### config.mk
export PLATFORM = sky130hd
export DESIGN_NAME = chgotg_bank
export DESIGN_NICKNAME = d
export VERILOG_FILES = /design/src/rtl/chgotg_scale.v /design/src/rtl/chgotg_bank.v
export VERILOG_INCLUDE_DIRS = /design/src /design/src/rtl
export SDC_FILE = /design/constraint.sdc
export NUM_CORES = 1
export LEC_CHECK = 0
export BUFFER_PORTS_ARGS = -buffer_cell sky130_fd_sc_hd__buf_4
export CORE_UTILIZATION = 59
export DETAILED_ROUTE_END_ITERATION = 6
export PLACE_DENSITY = 0.95
export SLEW_MARGIN = 20
export SYNTH_ARGS = -nofsm -noshare
export SYNTH_HDL_FRONTEND = slang
export SYNTH_HIERARCHICAL = 1
export SYNTH_SLANG_ARGS = --single-unit
### constraint.sdc
create_clock -name clk_sys -period 5.2 [get_ports clk_sys]
set_input_delay 0.26 -clock clk_sys [delete_from_list [all_inputs] [get_ports clk_sys]]
set_output_delay 0.26 -clock clk_sys [all_outputs]
set_load 0.01 [all_outputs]
### src/rtl/chgotg_regs.vh
/*
 * register map constants for the charger otg and timer control bank.
 * assumes a byte-wide register port on clk_sys with 8-bit addresses.
 */
// ====================================================================
// Overview of operation
// RULE1 - otg voltage: 11-bit code, 2800mV plus 10mV steps
// RULE2 - otg voltage bits 15-11 read zero
// RULE3 - otg current: 7-bit code, 40mA steps, default 4Bh
// RULE4 - bit 7: precharge timer, 0=2h 1=0.5h
// RULE5 - topoff timer select: off, 15, 30, 45 minutes
// RULE6 - trickle timer enable, fixed one hour, default on
// RULE7 - precharge timer enable, default on
// RULE8 - fast charge timer enable, default on
// RULE9 - fast timer length 5, 8, 12, 24 hours
// RULE10 - half speed timers during power management or thermal
// RULE11 - auto discharge on overvoltage, register reset only
// RULE12 - forced discharge, register reset only
// RULE13 - charging enable, default on
// RULE14 - optimizer enable, register reset only
// RULE15 - optimizer force: set only, cleared on start
// RULE16 - high impedance cleared on adapter plug-in
// RULE17 - termination enable default on, bit 0 zero
// RULE18 - register reset restores all defaults
// RULE19 - watchdog expiry restores watchdog-reset fields
// RULE20 - reserved writes ignored, any code accepted
`ifndef CHGOTG_REGS_VH
`define CHGOTG_REGS_VH
// ====================================================================
// offsets
`define CHGOTG_ADDR_VOTG_HI 8'h0B
`define CHGOTG_ADDR_VOTG_LO 8'h0C
`define CHGOTG_ADDR_IOTG 8'h0D
`define CHGOTG_ADDR_TMR 8'h0E
`define CHGOTG_ADDR_CTL 8'h0F
// ====================================================================
// reset values
`define CHGOTG_RST_VOTG 11'h0DC
`define CHGOTG_RST_IOTG 8'h4B
`define CHGOTG_RST_TMR 8'h3D
`define CHGOTG_RST_CTL 8'hA2
// ====================================================================
// masks: bits restored by watchdog expiry
`define CHGOTG_WD_IOTG 8'hFF
`define CHGOTG_WD_TMR 8'hFF
`define CHGOTG_WD_CTL 8'h2A
// writable bits per register
`define CHGOTG_WR_CTL 8'hF6
`define CHGOTG_VOTG_HI_MASK 8'h07
// ====================================================================
// control, otg current and timer register field positions
`define CHGOTG_CTL_AUTODIS 7
`define CHGOTG_CTL_FORCEDIS 6
`define CHGOTG_CTL_CHGEN 5
`define CHGOTG_CTL_ICOEN 4
`define CHGOTG_CTL_ICOFORCE 3
`define CHGOTG_CTL_HIZ 2
`define CHGOTG_CTL_TERM 1
`define CHGOTG_IOTG_PRETMR 7
`define CHGOTG_TMR_HALF 0
`define CHGOTG_TMR_TRI 5
`define CHGOTG_TMR_PRE 4
`define CHGOTG_TMR_FAST 3
// ====================================================================
// otg voltage and current scaling
`define CHGOTG_VOTG_OFS_MV 15'd2800
`define CHGOTG_VOTG_STEP_MV 15'd10
`define CHGOTG_VOTG_MAX_MV 15'd22000
`define CHGOTG_IOTG_STEP_MA 12'd40
`define CHGOTG_IOTG_MIN_MA 12'd160
`define CHGOTG_IOTG_MAX_MA 12'd3360
// setpoints held in reset: default codes through the scaling
`define CHGOTG_RST_MV 15'h1388
`define CHGOTG_RST_MA 12'hBB8
`endif

### src/rtl/chgotg_scale.v
/*
 * scaling of otg codes to millivolt and milliamp setpoints.
 * assumes codes come from registers on the same clock.
 */
`timescale 1ns/1ps
`include "chgotg_regs.vh"
module chgotg_scale (
    // clock and reset
    input wire clk_sys,
    input wire nrst,
    // codes
    input wire [10:0] volt_code,
    input wire [6:0] curr_code,
    // setpoints
    output reg [14:0] otg_voltage_mv,
    output reg [11:0] otg_current_ma
);
    wire [25:0] v_raw; // offset plus step times code
    wire [18:0] i_raw; // step times code
    assign v_raw = {11'h000, `CHGOTG_VOTG_OFS_MV}
        + volt_code * `CHGOTG_VOTG_STEP_MV;
    assign i_raw = curr_code * `CHGOTG_IOTG_STEP_MA;
    // ================================================================
    // registered, clamped setpoints
    always @(posedge clk_sys or negedge nrst) begin
        if (!nrst) begin
            // same values the scaling gives for the default codes
            otg_voltage_mv <= `CHGOTG_RST_MV;
            otg_current_ma <= `CHGOTG_RST_MA;
        end else begin
            // clamp high at top of range
            if (v_raw > {11'h000, `CHGOTG_VOTG_MAX_MV}) begin
                otg_voltage_mv <= `CHGOTG_VOTG_MAX_MV; // see RULE1
            end else begin
                otg_voltage_mv <= v_raw[14:0]; // see RULE1
            end
            // clamp low at bottom of range
            if (i_raw < {7'h00, `CHGOTG_IOTG_MIN_MA}) begin
                otg_current_ma <= `CHGOTG_IOTG_MIN_MA; // see RULE3
            end else if (i_raw > {7'h00, `CHGOTG_IOTG_MAX_MA}) begin
                // top codes would wrap in twelve bits, so saturate
                otg_current_ma <= `CHGOTG_IOTG_MAX_MA; // see RULE3
            end else begin
                otg_current_ma <= i_raw[11:0]; // see RULE3
            end
        end
    end
endmodule // chgotg_scale

### src/rtl/chgotg_bank.v
/*
 * charger otg, safety timer and main control register bank.
 * assumes a simple byte register port on clk_sys (address, write
 * strobe, write data, read data), and that watchdog expiry, register
 * reset, optimizer start and adapter plug-in arrive as one-cycle
 * pulses from logic on the same clock.
 */
`timescale 1ns/1ps
`include "chgotg_regs.vh"
module chgotg_bank (
    // clock and reset
    input wire clk_sys,
    input wire nrst,
    // register port
    input wire [7:0] reg_addr,
    input wire reg_wr,
    input wire [7:0] reg_wdata,
    output reg [7:0] reg_rdata,
    // reset sources
    input wire register_reset,
    input wire watchdog_expired,
    // hardware events
    input wire optimizer_started,
    input wire adapter_plugged,
    input wire power_mgmt_active,
    input wire thermal_reg_active,
    // field outputs
    output wire [10:0] otg_voltage_code,
    output wire [14:0] otg_voltage_mv,
    output wire [6:0] otg_current_code,
    output wire [11:0] otg_current_ma,
    output wire precharge_timer_length,
    output wire [1:0] topoff_timer_select,
    output wire trickle_timer_enable,
    output wire precharge_timer_enable,
    output wire fast_timer_enable,
    output wire [1:0] fast_timer_length,
    output wire timer_half_speed_enable,
    output wire timer_slow,
    output wire auto_battery_discharge_enable,
    output wire forced_battery_discharge,
    output wire charging_enable,
    output wire input_optimizer_enable,
    output wire input_optimizer_force_start,
    output wire high_impedance_enable,
    output wire termination_enable
);
    reg [10:0] votg_r; // otg voltage code
    reg [7:0] iotg_r; // otg current and precharge length
    reg [7:0] tmr_r; // safety timer control
    reg [7:0] ctl_r; // main charger control
    reg [7:0] ctl_nxt; // next main control value
    wire wr_hi, wr_lo, wr_iotg, wr_tmr, wr_ctl; // write decodes
    // ================================================================
    // address decode
    assign wr_hi = reg_wr && (reg_addr == `CHGOTG_ADDR_VOTG_HI);
    assign wr_lo = reg_wr && (reg_addr == `CHGOTG_ADDR_VOTG_LO);
    assign wr_iotg = reg_wr && (reg_addr == `CHGOTG_ADDR_IOTG);
    assign wr_tmr = reg_wr && (reg_addr == `CHGOTG_ADDR_TMR);
    assign wr_ctl = reg_wr && (reg_addr == `CHGOTG_ADDR_CTL);
    // ================================================================
    // otg voltage, current and timer registers
    always @(posedge clk_sys or negedge nrst) begin
        if (!nrst) begin
            votg_r <= `CHGOTG_RST_VOTG;
            iotg_r <= `CHGOTG_RST_IOTG;
            tmr_r <= `CHGOTG_RST_TMR;
        end else if (register_reset || watchdog_expired) begin
            // all of these fields return on either source
            votg_r <= `CHGOTG_RST_VOTG; // see RULE2 see RULE18 see RULE19
            iotg_r <= `CHGOTG_RST_IOTG; // see RULE3 see RULE4
            tmr_r <= `CHGOTG_RST_TMR; // see RULE7
        end else begin
            // high byte keeps only the three code bits
            if (wr_hi) begin
                votg_r[10:8] <= reg_wdata[2:0]; // see RULE2 see RULE20
            end
            if (wr_lo) begin
                votg_r[7:0] <= reg_wdata; // see RULE1
            end
            if (wr_iotg) begin
                iotg_r <= reg_wdata; // see RULE3 see RULE4 see RULE20
            end
            if (wr_tmr) begin
                tmr_r <= reg_wdata; // see RULE5 see RULE9
            end
        end
    end
    // ================================================================
    // main control next value
    always @* begin
        ctl_nxt = ctl_r;
        if (wr_ctl) begin
            // force bit: a one sets it, a zero leaves it as it is
            ctl_nxt = (reg_wdata & `CHGOTG_WR_CTL)
                | ((reg_wdata | ctl_r)
                & (8'h01 << `CHGOTG_CTL_ICOFORCE)); // see RULE15
        end
        if (watchdog_expired) begin
            ctl_nxt = (ctl_nxt & ~`CHGOTG_WD_CTL)
                | (`CHGOTG_RST_CTL & `CHGOTG_WD_CTL); // see RULE13
        end
        if (optimizer_started) begin
            ctl_nxt[`CHGOTG_CTL_ICOFORCE] = 1'b0; // see RULE15
        end
        if (adapter_plugged) begin
            ctl_nxt[`CHGOTG_CTL_HIZ] = 1'b0; // see RULE16
        end
        if (register_reset) begin
            ctl_nxt = `CHGOTG_RST_CTL; // see RULE11 see RULE12 see RULE18
        end
    end
    // main control register
    always @(posedge clk_sys or negedge nrst) begin
        if (!nrst) begin
            ctl_r <= `CHGOTG_RST_CTL;
        end else begin
            ctl_r <= ctl_nxt;
        end
    end
    // ================================================================
    // read mux, unmapped addresses read zero
    always @* begin
        case (reg_addr)
            `CHGOTG_ADDR_VOTG_HI: begin
                reg_rdata = {5'h00, votg_r[10:8]}; // see RULE2
            end
            `CHGOTG_ADDR_VOTG_LO: begin
                reg_rdata = votg_r[7:0];
            end
            `CHGOTG_ADDR_IOTG: begin
                reg_rdata = iotg_r;
            end
            `CHGOTG_ADDR_TMR: begin
                reg_rdata = tmr_r;
            end
            `CHGOTG_ADDR_CTL: begin
                reg_rdata = ctl_r; // see RULE17
            end
            default: begin
                reg_rdata = 8'h00;
            end
        endcase
    end
    // ================================================================
    // field breakout
    assign otg_voltage_code = votg_r;
    assign otg_current_code = iotg_r[6:0];
    assign precharge_timer_length = iotg_r[`CHGOTG_IOTG_PRETMR];
    assign topoff_timer_select = tmr_r[7:6]; // see RULE5
    assign trickle_timer_enable = tmr_r[`CHGOTG_TMR_TRI]; // see RULE6
    assign precharge_timer_enable = tmr_r[`CHGOTG_TMR_PRE]; // see RULE7
    assign fast_timer_enable = tmr_r[`CHGOTG_TMR_FAST]; // see RULE8
    assign fast_timer_length = tmr_r[2:1]; // see RULE9
    assign timer_half_speed_enable = tmr_r[`CHGOTG_TMR_HALF];
    // timers slowed only when enabled and regulation active
    assign timer_slow = timer_half_speed_enable
        && (power_mgmt_active || thermal_reg_active); // see RULE10
    assign auto_battery_discharge_enable = ctl_r[`CHGOTG_CTL_AUTODIS];
    assign forced_battery_discharge = ctl_r[`CHGOTG_CTL_FORCEDIS];
    assign charging_enable = ctl_r[`CHGOTG_CTL_CHGEN]; // see RULE13
    assign input_optimizer_enable = ctl_r[`CHGOTG_CTL_ICOEN]; // see RULE14
    // force has effect only with the optimizer enabled
    assign input_optimizer_force_start = ctl_r[`CHGOTG_CTL_ICOFORCE]
        && input_optimizer_enable; // see RULE15
    assign high_impedance_enable = ctl_r[`CHGOTG_CTL_HIZ];
    assign termination_enable = ctl_r[`CHGOTG_CTL_TERM]; // see RULE17
    // ================================================================
    // setpoint scaling
    chgotg_scale u_scale (
        .clk_sys(clk_sys),
        .nrst(nrst),
        .volt_code(votg_r),
        .curr_code(iotg_r[6:0]),
        .otg_voltage_mv(otg_voltage_mv),
        .otg_current_ma(otg_current_ma)
    );
endmodule // chgotg_bank

==> key figures <==
STA
  – Minimum clock period after layout: between 3 and 4 ns
  – Setup-violating endpoint count in the final report: 0
  – Sum of negative setup slack: 0 ns
  – Worst Max-Slew Pin Slew: 0.877 ns
  – Maximum operating frequency: around 0.26 GHz
  – Endpoints failing hold: 0
  – Setup repair after global routing missed its margin: false
  – Part of the cycle the worst path needs: 73.4%
  – Final number of max-transition violations: 0
  – Final worst clock skew: 0.00759 ns
  – Tightest slew margin relative to the limit: 41.1%
  – PnR worst setup slack: approximately 1.4 ns

Worst setup path
  – Critical R2R Capture: u_scale/otg_voltage_mv[6]
  – Data required time at the worst endpoint: 5.41 ns
  – Count of cells along the worst register-to-register path: 14
  – Slack of the worst reg-to-reg path: 1.38 ns
  – Kind of launch point of the worst setup path: flip-flop
  – Worst setup EP type: flip-flop
  – Critical register-to-register path startpoint: otg_voltage_code[3]
  – Critical Path AT: 4.03 ns
  – CP Max Fanout: 8
  – Worst Path Class, Setup: reg2reg

Floorplan
  – Initial core utilization: 62.6%
  – Die extent in y: between 80 and 90 µm
  – I/O Pins: 95
  – Die width: 85.0 µm
  – Site Rows: 29
  – Core area: 6490 µm²
  – Overall die area: 7220 µm²

Placement
  – I/O Buffers: 90
  – RePlAce Congestion: 0.915
  – Post-place setup slack: 1.44 ns
  – Dpl hpwl: about 7700 µm
  – Number of cells in the design after placement: 545

Yosys
  – Synth async-reset ratio: 100%
  – Sequential cell area fraction in the yosys report: 36.0%
  – Number of flops mapped to enable cells by yosys: 0
  – Post-synthesis instance area: 4060 µm²
  – Count of warnings emitted by yosys: 6
  – Avg Inst Size Synth: 10.3 µm²
  – Cell variety after synth: 70
  – Prevailing post-synth register cell: sky130_fd_sc_hd__dfstp_2
  – Post-Synthesis Cells: between 300 and 400
  – Register bit count reported by yosys: 57

Routing
  – Detailed-route vias per instance: 6.38
  – First-iteration detailed-routing DRC count: 322
  – Highest signal layer in the routed design: met4
  – Post-detailed-route wirelength per cell: roughly 19 µm
  – Total iterations of the first detailed-routing run: 7
  – Residual DRC: 8
  – Detailed-route via count: approximately 3,600
  – Wl on met1: 4120 µm
  – Routed length on met3: 967 µm
  – DR WL met2: 4990 µm
  – Routed Antenna Nets: 0
  – Detailed-route wire length: 10,600 µm

Pwr
  – Maximum vdd drop: 0.000194 V
  – Power density normalized to cell area: roughly 210 nW/µm²
  – Overall power: roughly 1000 µW
  – Leakage dissipation: 0.00236 µW

Clock tree
  – Clock transition at path regs: 0.06 ns
  – Number of gates resized after cts: 0
  – Clock Path Buffers: 2
  – Skew-Pair Late Insertion Delay: 0.33 ns
  – Root Buffer Master: sky130_fd_sc_hd__clkbuf_8
  – Post-CTS setup repair buffer count: 0
  – TritonCTS buffer count: 9
  – Sinks on the clock net: 57
  – CTS tree: done
  – CTS H-Tree Depth: 3

Finish
  – Area added between synthesis and finish: 21.3%
  – Layout cell share with drive strength beyond 1: 35.3%
  – Antenna fix cells: 0
  – Number of standard cells in the final layout excluding fillers: 562
  – Total Nets Final: 537
  – Leading cell types in the layout, fill and taps excluded: 91 x sky130_fd_sc_hd__buf_4, 44 x sky130_fd_sc_hd__nor2_1, 34 x sky130_fd_sc_hd__mux2i_1
  – Leading cell type in the layout, fill and taps excluded: sky130_fd_sc_hd__buf_4

Worst hold path
  – Worst min-delay path class: in2reg
  – Hold path startpoint: optimizer_started
  – Sink of the worst hold path: ctl_r[3]
  – Hold Path Cell Cnt: 2

GRT
  – Wire length of the first global-routing pass: ~17,000 µm
  – Tot GR Track Use: 30.4%
  – Number of antenna violations at the first check in global routing: 0
  – Pin count of the biggest net entering global routing: 58
  – Via count of the first global-routing pass: 3,567
  – Total congestion overflow after global routing: 0

Status
  – Outcome: finished with violations
  – Violated checks: design-rule violations

Run
  – Max capacitance violation total: 0
-- power by group --
part | total (µW) | leakage [µW] | switching (µW) | internal (µW)
clock network | 499 | 0.000124 | 181 | 319
logic | 66.2 | 0.00154 | 39.5 | 26.7
registers | 446 | 0.000696 | 0.329 | 446
-- synth_stat cells, drive strengths merged, types with 4 or more instances --
cell | instances | area, µm²
nor2 | 45 | 171
mux2i | 34 | 340
nand2 | 33 | 124
ha | 30 | 375
dfstp | 29 | 762
dfrtp | 28 | 701
buf | 17 | 139
a21oi | 13 | 76.3
o21ai | 11 | 66.3
inv | 10 | 40.0
nand3 | 10 | 50.1
a21o | 9 | 75.1
and2 | 8 | 52.6
xnor2 | 8 | 70.1
nor3 | 7 | 35.0
a22oi | 6 | 58.8
nor2b | 6 | 37.5
or4 | 6 | 48.8
a21boi | 5 | 52.6
and3 | 5 | 31.3
mux4 | 5 | 113
nand4 | 5 | 31.3
or3 | 5 | 41.3
xor2 | 5 | 43.8
nand2b | 4 | 25.0
o2111ai | 4 | 35.0
-- layer usage --
layer / global-route usage [%] / up-vias
met4: 14.6 / 0
met1: 36.5 / 1705
met5: 0 / -
met3: 8.37 / 47
li1: - / 1602
met2: 50.6 / 229
-- what timing repair did --
action,in CTS,in global routing
endpoints found under the setup margin,0,0
hold buffers,1,0
hold endpoints to repair,28,0
-- final cells by class --
cell class              count  area [µm²]
inverters                  10        40.0
clock inverters             7         118
multi-input cells         310        2390
clock buffers               9         124
well taps                  77        96.3
repair buffers             92         693
flip-flops and latches     57        1460
fillers                   416        1570
-- worst max path at each step --
stage / start / slack, ns / cells after the start / end
global placement: otg_voltage_code[3] / 1.61 / 14 / u_scale/otg_voltage_mv[10]
CTS: otg_voltage_code[3] / 1.42 / 14 / u_scale/otg_voltage_mv[10]
floorplan: otg_voltage_code[3] / 1.69 / 14 / u_scale/otg_voltage_mv[10]
detailed placement: otg_voltage_code[3] / 1.44 / 14 / u_scale/otg_voltage_mv[10]
global route: otg_voltage_code[3] / 1.24 / 14 / u_scale/otg_voltage_mv[6]
finish: otg_voltage_code[3] / 1.38 / 14 / u_scale/otg_voltage_mv[6]
-- cells by family after synthesis --
logic type      synth area share (%)
buf+inv                         5.51
fa+ha+maj                       10.2
simple gates                    18.4
mux                             12.0
xor+xnor                        2.80
other cells                   0.0923
compound gates                  15.0
flops                           36.0
-- through the flow --
| stage | utilization, % | hold WS, ns | cell area, µm² |
|---|---|---|---|
| final | 75.9 | 0.0925 | 4930 |
| after global routing | 75.9 | 0.0904 | 4930 |
| after CTS | 75.8 | 0.0840 | 4920 |
| after detailed placement | 71.9 | 0.337 | 4670 |
| after global placement | 71.9 | 0.333 | 4670 |
| after floorplan | - | -0.0356 | 4070 |
-- state kept, by name (all words and copies together) (netlist names) --
register and count:
otg_voltage_code 11, u_scale/otg_current_ma 9, u_scale/otg_voltage_mv 14, ctl_r 7, iotg_r 8, tmr_r 8
-- worst max-delay path: stages (launching register included) --
cell	delay [ns]
sky130_fd_sc_hd__dfstp_2	0.58
sky130_fd_sc_hd__ha_1	0.25
sky130_fd_sc_hd__ha_1	0.25
sky130_fd_sc_hd__fa_1	0.48
sky130_fd_sc_hd__inv_1	0.10
sky130_fd_sc_hd__ha_1	0.34
sky130_fd_sc_hd__nand2_1	0.09
sky130_fd_sc_hd__or4_1	0.44
sky130_fd_sc_hd__and4_4	0.22
sky130_fd_sc_hd__a21oi_2	0.15
sky130_fd_sc_hd__o21ai_2	0.11
sky130_fd_sc_hd__a32oi_4	0.34
sky130_fd_sc_hd__inv_4	0.11
sky130_fd_sc_hd__nand2_1	0.14
sky130_fd_sc_hd__nand3_1	0.08
No activity file was read; power rests on OpenSTA's default activity.
